$ cat src/cadt_pkg.sv
// Constants, field layout and types for the current ADC rate and temperature warning block.
// Assumes a 50 MHz system clock; all timing counts derive from it.
`default_nettype none
package cadt_pkg;
   localparam int unsigned CLK_HZ          = 50_000_000;
   localparam int unsigned CLK_PER_US      = CLK_HZ / 1_000_000;
   // Times in microseconds, as printed
   localparam int unsigned RATE0_US        = 10_500;
   localparam int unsigned RATE1_US        = 52_400;
   localparam int unsigned RATE2_US        = 104_900;
   localparam int unsigned RATE3_US        = 209_700;
   localparam int unsigned DEBOUNCE_US     = 100_000;
   localparam int unsigned RATE0_CYC       = RATE0_US * CLK_PER_US;
   localparam int unsigned RATE1_CYC       = RATE1_US * CLK_PER_US;
   localparam int unsigned RATE2_CYC       = RATE2_US * CLK_PER_US;
   localparam int unsigned RATE3_CYC       = RATE3_US * CLK_PER_US;
   localparam int unsigned DEBOUNCE_CYC    = DEBOUNCE_US * CLK_PER_US;
   localparam int unsigned CNT_W           = 24;

   // Register map
   localparam logic [15:0] ADDR_RATE       = 16'hFE89;
   localparam logic [15:0] ADDR_WARN       = 16'hFE8A;
   localparam logic [7:0]  RATE_RESET      = 8'h00;
   localparam logic [7:0]  WARN_RESET      = 8'h00;
   localparam logic [7:0]  UNMAPPED_READ   = 8'h00;

   // Field positions
   localparam int unsigned RATE_LSB        = 0;
   localparam int unsigned WARN_TWO_LSB    = 4;
   localparam int unsigned WARN_ONE_LSB    = 0;
   localparam int unsigned WARN_FIELD_W    = 4;

   typedef struct packed {
      logic       noDebounce;
      logic       feedsPowerGood;
      logic [1:0] offsetCode;
   } cadt_warn_cfg_s;

   typedef struct packed {
      logic        wrEn;
      logic        rdEn;
      logic [15:0] addr;
      logic [7:0]  wrData;
   } cadt_reg_req_s;
endpackage : cadt_pkg
`default_nettype wire

$ cat src/cadt_top.sv
// Update-rate timer and two debounced temperature warnings with power-good gating.
// Register port is the controller's internal settings access behind its serial management bus.
// How it works
// - Rate code selects refresh period 10.5, 52.4, 104.9 or 209.7 ms.
// - Reset leaves rate code 00, shortest refresh period.
// - Bit 7 selects warning two debounce: 0 is 100 ms, 1 none.
// - Bit 6 lets warning two assert the channel B power-good fault.
// - Bits 5:4 set warning two offset, one to four LSBs above trip two.
// - Bit 3 selects warning one debounce: 0 is 100 ms, 1 none.
// - Bit 2 lets warning one assert the channel A power-good fault.
// - Bits 1:0 set warning one offset, one to four LSBs above trip one.
// - Channel A power-good fault drives the power-good A pin low.
`timescale 1ns/1ps
`default_nettype none
module cadt_top
   import cadt_pkg::*;
#(
   parameter int unsigned TEMP_W        = 12,
   parameter int unsigned RATE0_CYCLES  = cadt_pkg::RATE0_CYC,
   parameter int unsigned RATE1_CYCLES  = cadt_pkg::RATE1_CYC,
   parameter int unsigned RATE2_CYCLES  = cadt_pkg::RATE2_CYC,
   parameter int unsigned RATE3_CYCLES  = cadt_pkg::RATE3_CYC,
   parameter int unsigned DEBOUNCE_CYCLES = cadt_pkg::DEBOUNCE_CYC
) (
   input  wire logic                    clk_sys,
   input  wire logic                    rst,
   input  wire logic                    clkEn,
   input  wire cadt_pkg::cadt_reg_req_s regReq,
   output var  logic [7:0]              regRdData,
   input  wire logic [TEMP_W-1:0]       tempSenseOne,
   input  wire logic [TEMP_W-1:0]       tempSenseTwo,
   input  wire logic [TEMP_W-1:0]       overtempTripOne,
   input  wire logic [TEMP_W-1:0]       overtempTripTwo,
   input  wire logic                    otherFaultChanA,
   input  wire logic                    otherFaultChanB,
   output var  logic                    adcUpdateStrobe,
   output var  logic [1:0]              adcRateCode,
   output var  logic                    tempWarningOne,
   output var  logic                    tempWarningTwo,
   output var  logic                    pgFaultChanA,
   output var  logic                    pgFaultChanB,
   output var  logic                    powerGoodChanA,
   output var  logic                    powerGoodChanB
);
   import cadt_pkg::*;

   logic [7:0]          rateReg;
   logic [7:0]          warnReg;
   logic [CNT_W-1:0]    rateCnt_reg;
   logic [CNT_W-1:0]    ratePeriod;
   logic [CNT_W-1:0]    debCnt_reg [2];
   logic [1:0]          warnCond;
   logic [1:0]          warn_reg;
   cadt_warn_cfg_s      cfg [2];
   logic [1:0]          pgFaultNext;
   logic [1:0]          debDone;

   // Warning level sits offsetCode+1 LSBs above the trip level; sense at or below it warns
   function automatic logic warnHit(input logic [TEMP_W-1:0] sense,
                                    input logic [TEMP_W-1:0] trip,
                                    input logic [1:0]        code);
      logic [TEMP_W:0] level;
      level = {1'b0, trip} + {{(TEMP_W-1){1'b0}}, code} + {{TEMP_W{1'b0}}, 1'b1};
      return {1'b0, sense} <= level;
   endfunction : warnHit

   assign cfg[0] = cadt_warn_cfg_s'(warnReg[WARN_ONE_LSB +: WARN_FIELD_W]);
   assign cfg[1] = cadt_warn_cfg_s'(warnReg[WARN_TWO_LSB +: WARN_FIELD_W]);

   always_ff @(posedge clk_sys) begin
      if (rst) begin
         rateReg <= RATE_RESET;
      end else if (clkEn && regReq.wrEn && regReq.addr == ADDR_RATE) begin
         rateReg <= regReq.wrData;
      end
   end

   always_ff @(posedge clk_sys) begin
      if (rst) begin
         warnReg <= WARN_RESET;
      end else if (clkEn && regReq.wrEn && regReq.addr == ADDR_WARN) begin
         warnReg <= regReq.wrData;
      end
   end

   always_ff @(posedge clk_sys) begin
      if (rst) begin
         regRdData <= UNMAPPED_READ;
      end else if (clkEn && regReq.rdEn) begin
         if (regReq.addr == ADDR_RATE) begin
            regRdData <= rateReg;
         end else if (regReq.addr == ADDR_WARN) begin
            regRdData <= warnReg;
         end else begin
            regRdData <= UNMAPPED_READ;
         end
      end
   end

   always_comb begin
      unique case (rateReg[RATE_LSB +: 2])
         2'b00: ratePeriod = CNT_W'(RATE0_CYCLES);
         2'b01: ratePeriod = CNT_W'(RATE1_CYCLES);
         2'b10: ratePeriod = CNT_W'(RATE2_CYCLES);
         2'b11: ratePeriod = CNT_W'(RATE3_CYCLES);
      endcase
   end

   // Refresh timer; >= so a shorter period takes effect at once
   always_ff @(posedge clk_sys) begin
      if (rst) begin
         rateCnt_reg     <= '0;
         adcUpdateStrobe <= 1'b0;
      end else if (clkEn) begin
         if (rateCnt_reg >= ratePeriod - CNT_W'(1)) begin
            rateCnt_reg     <= '0;
            adcUpdateStrobe <= 1'b1;
         end else begin
            rateCnt_reg     <= rateCnt_reg + CNT_W'(1);
            adcUpdateStrobe <= 1'b0;
         end
      end
   end

   always_ff @(posedge clk_sys) begin
      if (rst) begin
         adcRateCode <= 2'b00;
      end else if (clkEn) begin
         adcRateCode <= rateReg[RATE_LSB +: 2];
      end
   end

   assign warnCond[0] = warnHit(tempSenseOne, overtempTripOne, cfg[0].offsetCode);
   assign warnCond[1] = warnHit(tempSenseTwo, overtempTripTwo, cfg[1].offsetCode);

   // Count saturates at the end so a long hot spell cannot wrap it
   always_comb begin
      for (int i = 0; i < 2; i++) begin
         debDone[i] = debCnt_reg[i] >= CNT_W'(DEBOUNCE_CYCLES) - CNT_W'(1);
      end
   end

   always_ff @(posedge clk_sys) begin
      if (rst) begin
         for (int i = 0; i < 2; i++) begin
            debCnt_reg[i] <= '0;
         end
      end else if (clkEn) begin
         for (int i = 0; i < 2; i++) begin
            if (!warnCond[i]) begin
               debCnt_reg[i] <= '0;
            end else if (!cfg[i].noDebounce && !debDone[i]) begin
               debCnt_reg[i] <= debCnt_reg[i] + CNT_W'(1);
            end
         end
      end
   end

   always_ff @(posedge clk_sys) begin
      if (rst) begin
         warn_reg <= 2'b00;
      end else if (clkEn) begin
         for (int i = 0; i < 2; i++) begin
            if (!warnCond[i]) begin
               warn_reg[i] <= 1'b0;
            end else if (cfg[i].noDebounce || debDone[i]) begin
               warn_reg[i] <= 1'b1;
            end
         end
      end
   end

   // One fault term feeds both flag and pin, so the two never disagree
   function automatic logic faultOf(input logic other,
                                    input logic warn,
                                    input logic feeds);
      return other | (warn & feeds);
   endfunction : faultOf

   always_comb begin
      pgFaultNext[0] = faultOf(otherFaultChanA, warn_reg[0], cfg[0].feedsPowerGood);
      pgFaultNext[1] = faultOf(otherFaultChanB, warn_reg[1], cfg[1].feedsPowerGood);
   end

   // Outputs registered so the pins change on the same edge as the flags, one edge after warn_reg
   always_ff @(posedge clk_sys) begin
      if (rst) begin
         tempWarningOne <= 1'b0;
         tempWarningTwo <= 1'b0;
      end else if (clkEn) begin
         tempWarningOne <= warn_reg[0];
         tempWarningTwo <= warn_reg[1];
      end
   end

   always_ff @(posedge clk_sys) begin
      if (rst) begin
         pgFaultChanA <= 1'b0;
         pgFaultChanB <= 1'b0;
      end else if (clkEn) begin
         pgFaultChanA <= pgFaultNext[0];
         pgFaultChanB <= pgFaultNext[1];
      end
   end

   always_ff @(posedge clk_sys) begin
      if (rst) begin
         powerGoodChanA <= 1'b1;
         powerGoodChanB <= 1'b1;
      end else if (clkEn) begin
         powerGoodChanA <= ~pgFaultNext[0];
         powerGoodChanB <= ~pgFaultNext[1];
      end
   end
endmodule : cadt_top
`default_nettype wire

$ cat config.mk
export PLATFORM = sky130hd
export DESIGN_NAME = cadt_top
export DESIGN_NICKNAME = d
export VERILOG_FILES = /design/src/cadt_pkg.sv /design/src/cadt_top.sv
export SDC_FILE = /design/constraint.sdc
export NUM_CORES = 1
export LEC_CHECK = 0
export BUFFER_PORTS_ARGS = -buffer_cell sky130_fd_sc_hd__buf_2
export CAP_MARGIN = 20
export CORE_MARGIN = 2
export CORE_UTILIZATION = 58
export CTS_CLUSTER_DIAMETER = 80
export CTS_CLUSTER_SIZE = 16
export DETAILED_ROUTE_END_ITERATION = 10
export PLACE_DENSITY = 0.85
export SLEW_MARGIN = 20
export SYNTH_ARGS = -nofsm -noshare
export SYNTH_HDL_FRONTEND = slang
export SYNTH_SLANG_ARGS = --single-unit
$ cat constraint.sdc
create_clock -name clk_sys -period 5.7 [get_ports clk_sys]
set_clock_uncertainty 0.15 [all_clocks]
set_input_delay 0.57 -clock clk_sys [delete_from_list [all_inputs] [get_ports clk_sys]]
set_output_delay 0.57 -clock clk_sys [all_outputs]
set_load 0.05 [all_outputs]
==> metrics.md, run 1 <==
| Metric | Value |
|---|---|
| Antenna diodes | 0 |
| Worst Path Arrival | 4.18 ns |
| Slew Viols, Final | 0 |
| TNS Setup | 0 ns |
| Global route overflow | 0 |
| H-tree levels | 3 |
| Initial core utilization | between 50% and 60% |
| Top post-synthesis cells by area | edfxtp_1 22%, dfxtp_1 18%, ha_1 12%, xor2_1 6.8%, nor2_1 6.8% |
| Most common library cells after synthesis | 120 x nor2_1, 62 x ha_1, 59 x dfxtp_1, 52 x xor2_1, 48 x edfxtp_1 |
| Sequential element share of the synthesized area | between 30% and 40% |
| Hold Crit Depth | 1 |
| DR WL met2 | between 7000 and 8000 um |
| Cts bufs inserted | 9 |
| YS warnings | 0 |
| Cells resized by post-CTS repair | 0 |
| RD Place Congestion | around 0.90 |
| Period utilisation layout | ~80% |
| Max VDD drop | roughly 0.00017 V |
| Clock latency on the worst-skew pair | approximately 0.35 ns |
| Syn_area_per_cell | between 9 and 10 um2 |
| Largest net degree at the start of global routing | 41 |
| # DRC | 0 |
| Area grow syn2layout | 13.0% |
| Remaining antenna violation count | 0 |
| Hold-fix buffers, CTS | 0 |
| Wl on met1 | approximately 6000 um |
| Core area | 11300 um2 |
| Outcome | completed |
| Final min period | approximately 4.5 ns |
| Top routing layer used | met4 |
| Worst Setup End Kind | register |
| Final setup vio count | 0 |
| Leakage | between 3 and 4 nW |
| Initial DRC count | 343 |
| Routed Wire Length | approximately 14000 um |
| Wire length on met3 | around 680 um |
| Die area | between 10000 and 15000 um2 |
| Crit path launch type | register |
| DR vias/cell | approximately 5.8 |
| CTS tree | yes |
| DIE HEIGHT | between 100 and 150 um |
| Total number of vias | approximately 5500 |
| First-pass GRT wire length | roughly 25000 um |
| Initial antenna violation count | 0 |
| Post-synthesis cell count | slightly above 700 |
| CTS root buf | clkbuf_16 |
| Avg WL per Cell | 15.1 um |
| Hpwl dp | 11000 um |
| Unique masters post-synth | 58 |
| Hold EP | pgFaultChanA |
| Die width | 111 um |
| Type of the most critical hold path | register to register |
| Crit path required time | between 5 and 6 ns |
| Number of synthesized register bits | 107 |
| Post-CTS setup buffers | 0 |
| Worst-path fanout max | 24 |
| FP Rows | 39 |
| Max reg flops | 48 |
| Placed insts | approximately 940 |
| Yosys top cell by area | edfxtp_1 |
| Most common flop cell mapped by yosys | dfxtp_1 |
| Area share of the largest cell type after synthesis | ~22% |
| Power Density | about 230 nW/um2 |
| GRT Total Usage | about a quarter |
| Clock transition at the registers of the reported paths | 0.08 ns |
| Max-slew headroom | about a third |
| Reg-to-reg slack, setup | about 1.2 ns |
| Fraction of registers with async set/reset | 0% |
| WS Path Type | register to register |
| HP Start | pgFaultChanA |
| Fmax achieved | 225 MHz |
| Max Cap Viol | 0 |
| Max Root-Sink Buffers | 2 |
| Share of cells above drive strength 1 | roughly 15% |
| Net count of the finished layout | 950 |
| Vias in the first global route | around 5600 |
| Worst reg-to-reg path cell count | 14 |
| Most frequent cell after synthesis | nor2_1 |
| DRT Pass-1 Iters | 5 |
| Reg-to-reg startpoint | warnReg[4] |
| RSZ-0062 raised after global routing | false |
| Syn Std Cell Area | ~6700 um2 |
| # IOs | 96 |
| Slew @ Worst Pin | ~0.98 ns |
| R2r endpoint | debCnt_reg[1][19] |
| Endpoints failing hold | 0 |
| Post-synth EDFFs | 48 |
| CTS Sinks | 107 |
| Post-route insts no fill | between 900 and 1000 |
| I/O Buffers | 95 |
critical path, stage by stage (launching register included):
cell	delay, ns
dfxtp_1	0.33
inv_1	0.06
ha_1	0.16
inv_1	0.05
fa_1	0.39
and3_1	0.27
nand4_1	0.13
xor2_1	0.08
ha_1	0.30
nand3_1	0.10
nor2_1	0.18
o221ai_1	0.15
o211ai_1	0.15
a211o_1	0.66
nand2_1	0.79
where the power goes:
group	total (mW)	switching, mW	internal, mW
registers	0.884	0.0380	0.846
logic	0.219	0.130	0.0891
clock network	0.624	0.312	0.312
cell type report:
| class | count | area [um2] |
|---|---|---|
| Clock inverter | 7 | 78.8 |
| Multi-Input combinational cell | 557 | 3810 |
| Timing Repair Buffer | 97 | 490 |
| Clock buffer | 9 | 225 |
| Tap cell | 143 | 179 |
| Sequential cell | 107 | 2620 |
| Fill cell | 894 | 3790 |
| Inverter | 35 | 131 |
kinds of logic after synthesis:
kind of cell	count (synthesis)	synth area share (%)
DFF	107	39.3
buffers and inverters	57	3.66
and+or+nand+nor	301	21.9
AOI/OAI and AO/OA	88	9.16
adders and majority gates	64	12.2
other	1	0.0563
muxes	20	3.00
xor gates and xnor gates	81	10.6
layout by cell type (no fill, tap or decap), types with 7 or more instances in the layout:
cell type	n
a211oi_1	9
a21o_1	7
a21oi_1	21
a22oi_1	9
and2_1	11
and3_1	11
buf_2	95
clkbuf_16	9
dfxtp_1	59
edfxtp_1	48
ha_1	62
inv_1	35
mux2i_1	20
nand2_1	46
nand3_1	39
nand4_1	25
nor2_1	120
nor3_1	10
xnor2_1	29
xor2_1	52
worst max path at each step:
stage                             startpoint                 to  cells after the start
after global placement    overtempTripTwo[0]   debCnt_reg[1][5]                     15
after detailed placement  overtempTripTwo[0]   debCnt_reg[1][7]                     15
final                             warnReg[4]  debCnt_reg[1][19]                     14
after floorplan           overtempTripTwo[0]   debCnt_reg[1][0]                     16
after CTS                         warnReg[4]  debCnt_reg[1][17]                     14
after global routing              warnReg[4]  debCnt_reg[1][17]                     14
metrics by stage:
stage / setup slack (ns) / utilization, % / total power, mW / hold WS, ns / instance area [um2]
after floorplan: 1.55 / - / 1.04 / 0.298 / 6670
after global placement: 1.14 / 63.9 / 1.10 / 0.284 / 7230
after detailed placement: 0.891 / 63.9 / 1.12 / 0.290 / 7230
after CTS: 1.23 / 66.5 / 1.73 / 0.310 / 7530
after global routing: 0.847 / 66.5 / 1.80 / 0.323 / 7530
final: 1.25 / 66.5 / 1.73 / 0.311 / 7530
routing by layer:
metal | vias to the layer above | global-route usage (%)
met5 | - | 0
met4 | 0 | 9.22
li1 | 2720 | -
met3 | 50 | 6.29
met1 | 2592 | 28.4
met2 | 156 | 42.6
(Power assumes the default switching activity.)
==> run 2: changes to the inputs <==
CORE_UTILIZATION = 53   (was 58)
PLACE_DENSITY = 0.82   (was 0.85)
clock period = 3.6 ns   (was 5.7 ns; I/O delays follow)
==> metrics.md, run 2 (synthesis results as in run 1) <==
| Metric | Value |
|---|---|
| RD Place Congestion | 0.827 |
| # DRC | 0 |
| Crit path required time | between 3 and 4 ns |
| Cts bufs inserted | 9 |
| Max reg flops | 48 |
| Routed Wire Length | ~14000 um |
| Largest net degree at the start of global routing | 40 |
| Endpoints failing hold | 0 |
| Antenna diodes | 0 |
| Period utilisation layout | 96.4% |
| H-tree levels | 3 |
| CTS tree | yes |
| Most common cell after layout, fill and taps aside | nor2_1 |
| I/O Buffers | 95 |
| Remaining antenna violation count | 0 |
| DRT Pass-1 Iters | 4 |
| Slew @ Worst Pin | 0.703 ns |
| Vias in the first global route | between 5000 and 6000 |
| Slew Viols, Final | 0 |
| Max Root-Sink Buffers | 2 |
| GRT Total Usage | between 20% and 30% |
| Fmax achieved | slightly below 300 MHz |
| Core area | ~12000 um2 |
| Worst Path Arrival | around 3.3 ns |
| Setup ws final | between 0.1 and 0.15 ns |
| Post-route insts no fill | approximately 990 |
| Final min period | ~3.5 ns |
| Max Cap Viol | 0 |
| CTS Sinks | about 110 |
| Worst-path fanout max | 24 |
| Clock transition at the registers of the reported paths | about 0.08 ns |
| Placed insts | slightly below 1000 |
| Area grow syn2layout | 15.0% |
| CTS root buf | clkbuf_16 |
| Leakage | ~3.3 nW |
| Initial antenna violation count | 0 |
| First-pass GRT wire length | 23500 um |
| Fin Hold WS | 0.114 ns |
| Crit path launch type | register |
| Most frequent cells in the layout | 120 x nor2_1, 95 x buf_2, 62 x ha_1, 59 x dfxtp_1, 52 x xor2_1 |
| FP Rows | 40 |
| Initial DRC count | ~240 |
| WS Path Type | register to register |
| Outcome | completed |
| Worst Setup End Kind | register |
| # IOs | 96 |
| Type of the most critical hold path | input port to register |
| Initial core utilization | 54.8% |
| Global route overflow | 0 |
| TNS Setup | 0 ns |
| DIE HEIGHT | ~120 um |
| DP Worst Slack | -0.0200 ns |
| Die width | ~120 um |
| Clock latency on the worst-skew pair | about 0.35 ns |
| Net count of the finished layout | around 960 |
| Power Density | roughly 360 nW/um2 |
| Max-slew headroom | between 50 and 60% |
| Total number of vias | between 5000 and 6000 |
| Avg WL per Cell | around 14 um |
| Hpwl dp | roughly 10000 um |
| RSZ-0062 raised after global routing | true |
| Share of cells above drive strength 1 | between 10% and 20% |
| DR vias/cell | about 5.4 |
| Max VDD drop | between 0.0002 and 0.0003 V |
| Die area | between 10000 and 15000 um2 |
| Final setup vio count | 0 |
-- run 2: layout make-up --
class | instances | area (um2)
repair buffers | 106 | 558
multi-input cells | 557 | 3830
clock buffers | 11 | 275
clock inverters | 5 | 40.0
inverters | 35 | 131
well taps | 168 | 210
fillers | 1007 | 4500
flip-flops and latches | 107 | 2620
-- run 2: per-layer routing --
| metal | wire (um) | GRT usage (%) |
|---|---|---|
| met1 | 6430 | 28.2 |
| met3 | 586 | 4.72 |
| met4 | 99 | 3.49 |
| met5 | 0 | 0 |
| met2 | 6830 | 38.1 |
-- run 2: power by group --
| group | leakage, nW | switching [mW] | internal (mW) |
|---|---|---|---|
| sequential | 0.991 | 0.0610 | 1.34 |
| combinational | 2.10 | 0.206 | 0.145 |
| clock | 0.158 | 0.461 | 0.561 |
| total | 3.25 | 0.728 | 2.04 |
-- run 2: path summary, 6_finish.rpt --
| path | to | from | cells past startpoint | slack (ns) |
|---|---|---|---|---|
| worst max register to register | debCnt_reg[0][20] | warnReg[0] | 14 | 0.13 |
| worst min register to register | powerGoodChanA | powerGoodChanA | 2 | 0.30 |
| worst min-delay path | rateReg[2] | regReq[2] | 3 | 0.11 |
| worst max-delay path | debCnt_reg[0][20] | warnReg[0] | 14 | 0.13 |
-- run 2: worst max-delay path, stage by stage (launching register included) --
cell and delay (ns):
dfxtp_1 0.33, inv_1 0.09, ha_1 0.15, inv_1 0.06, fa_1 0.37, and3_1 0.20, nand4_1 0.11, xor2_1 0.16
ha_1 0.26, a21o_1 0.18, a21oi_1 0.14, o21a_1 0.15, a221oi_2 0.07, or3_1 0.41, nand2_4 0.28
-- run 2: repair_timing --
action	in CTS	in global routing
buffers inserted	0	0
setup endpoints to repair	0	71
hold buffers	0	0
resized for setup	0	1
hold endpoints to repair	0	0
-- run 2: through the flow --
| stage | total power, mW | utilization (%) | cell area, um2 |
|---|---|---|---|
| floorplan | 1.65 | - | 6690 |
| global placement | 1.76 | 60.4 | 7340 |
| detailed placement | 1.77 | 60.4 | 7340 |
| CTS | 2.78 | 63.0 | 7660 |
| global route | 2.88 | 63.0 | 7660 |
| finish | 2.77 | 63.0 | 7660 |
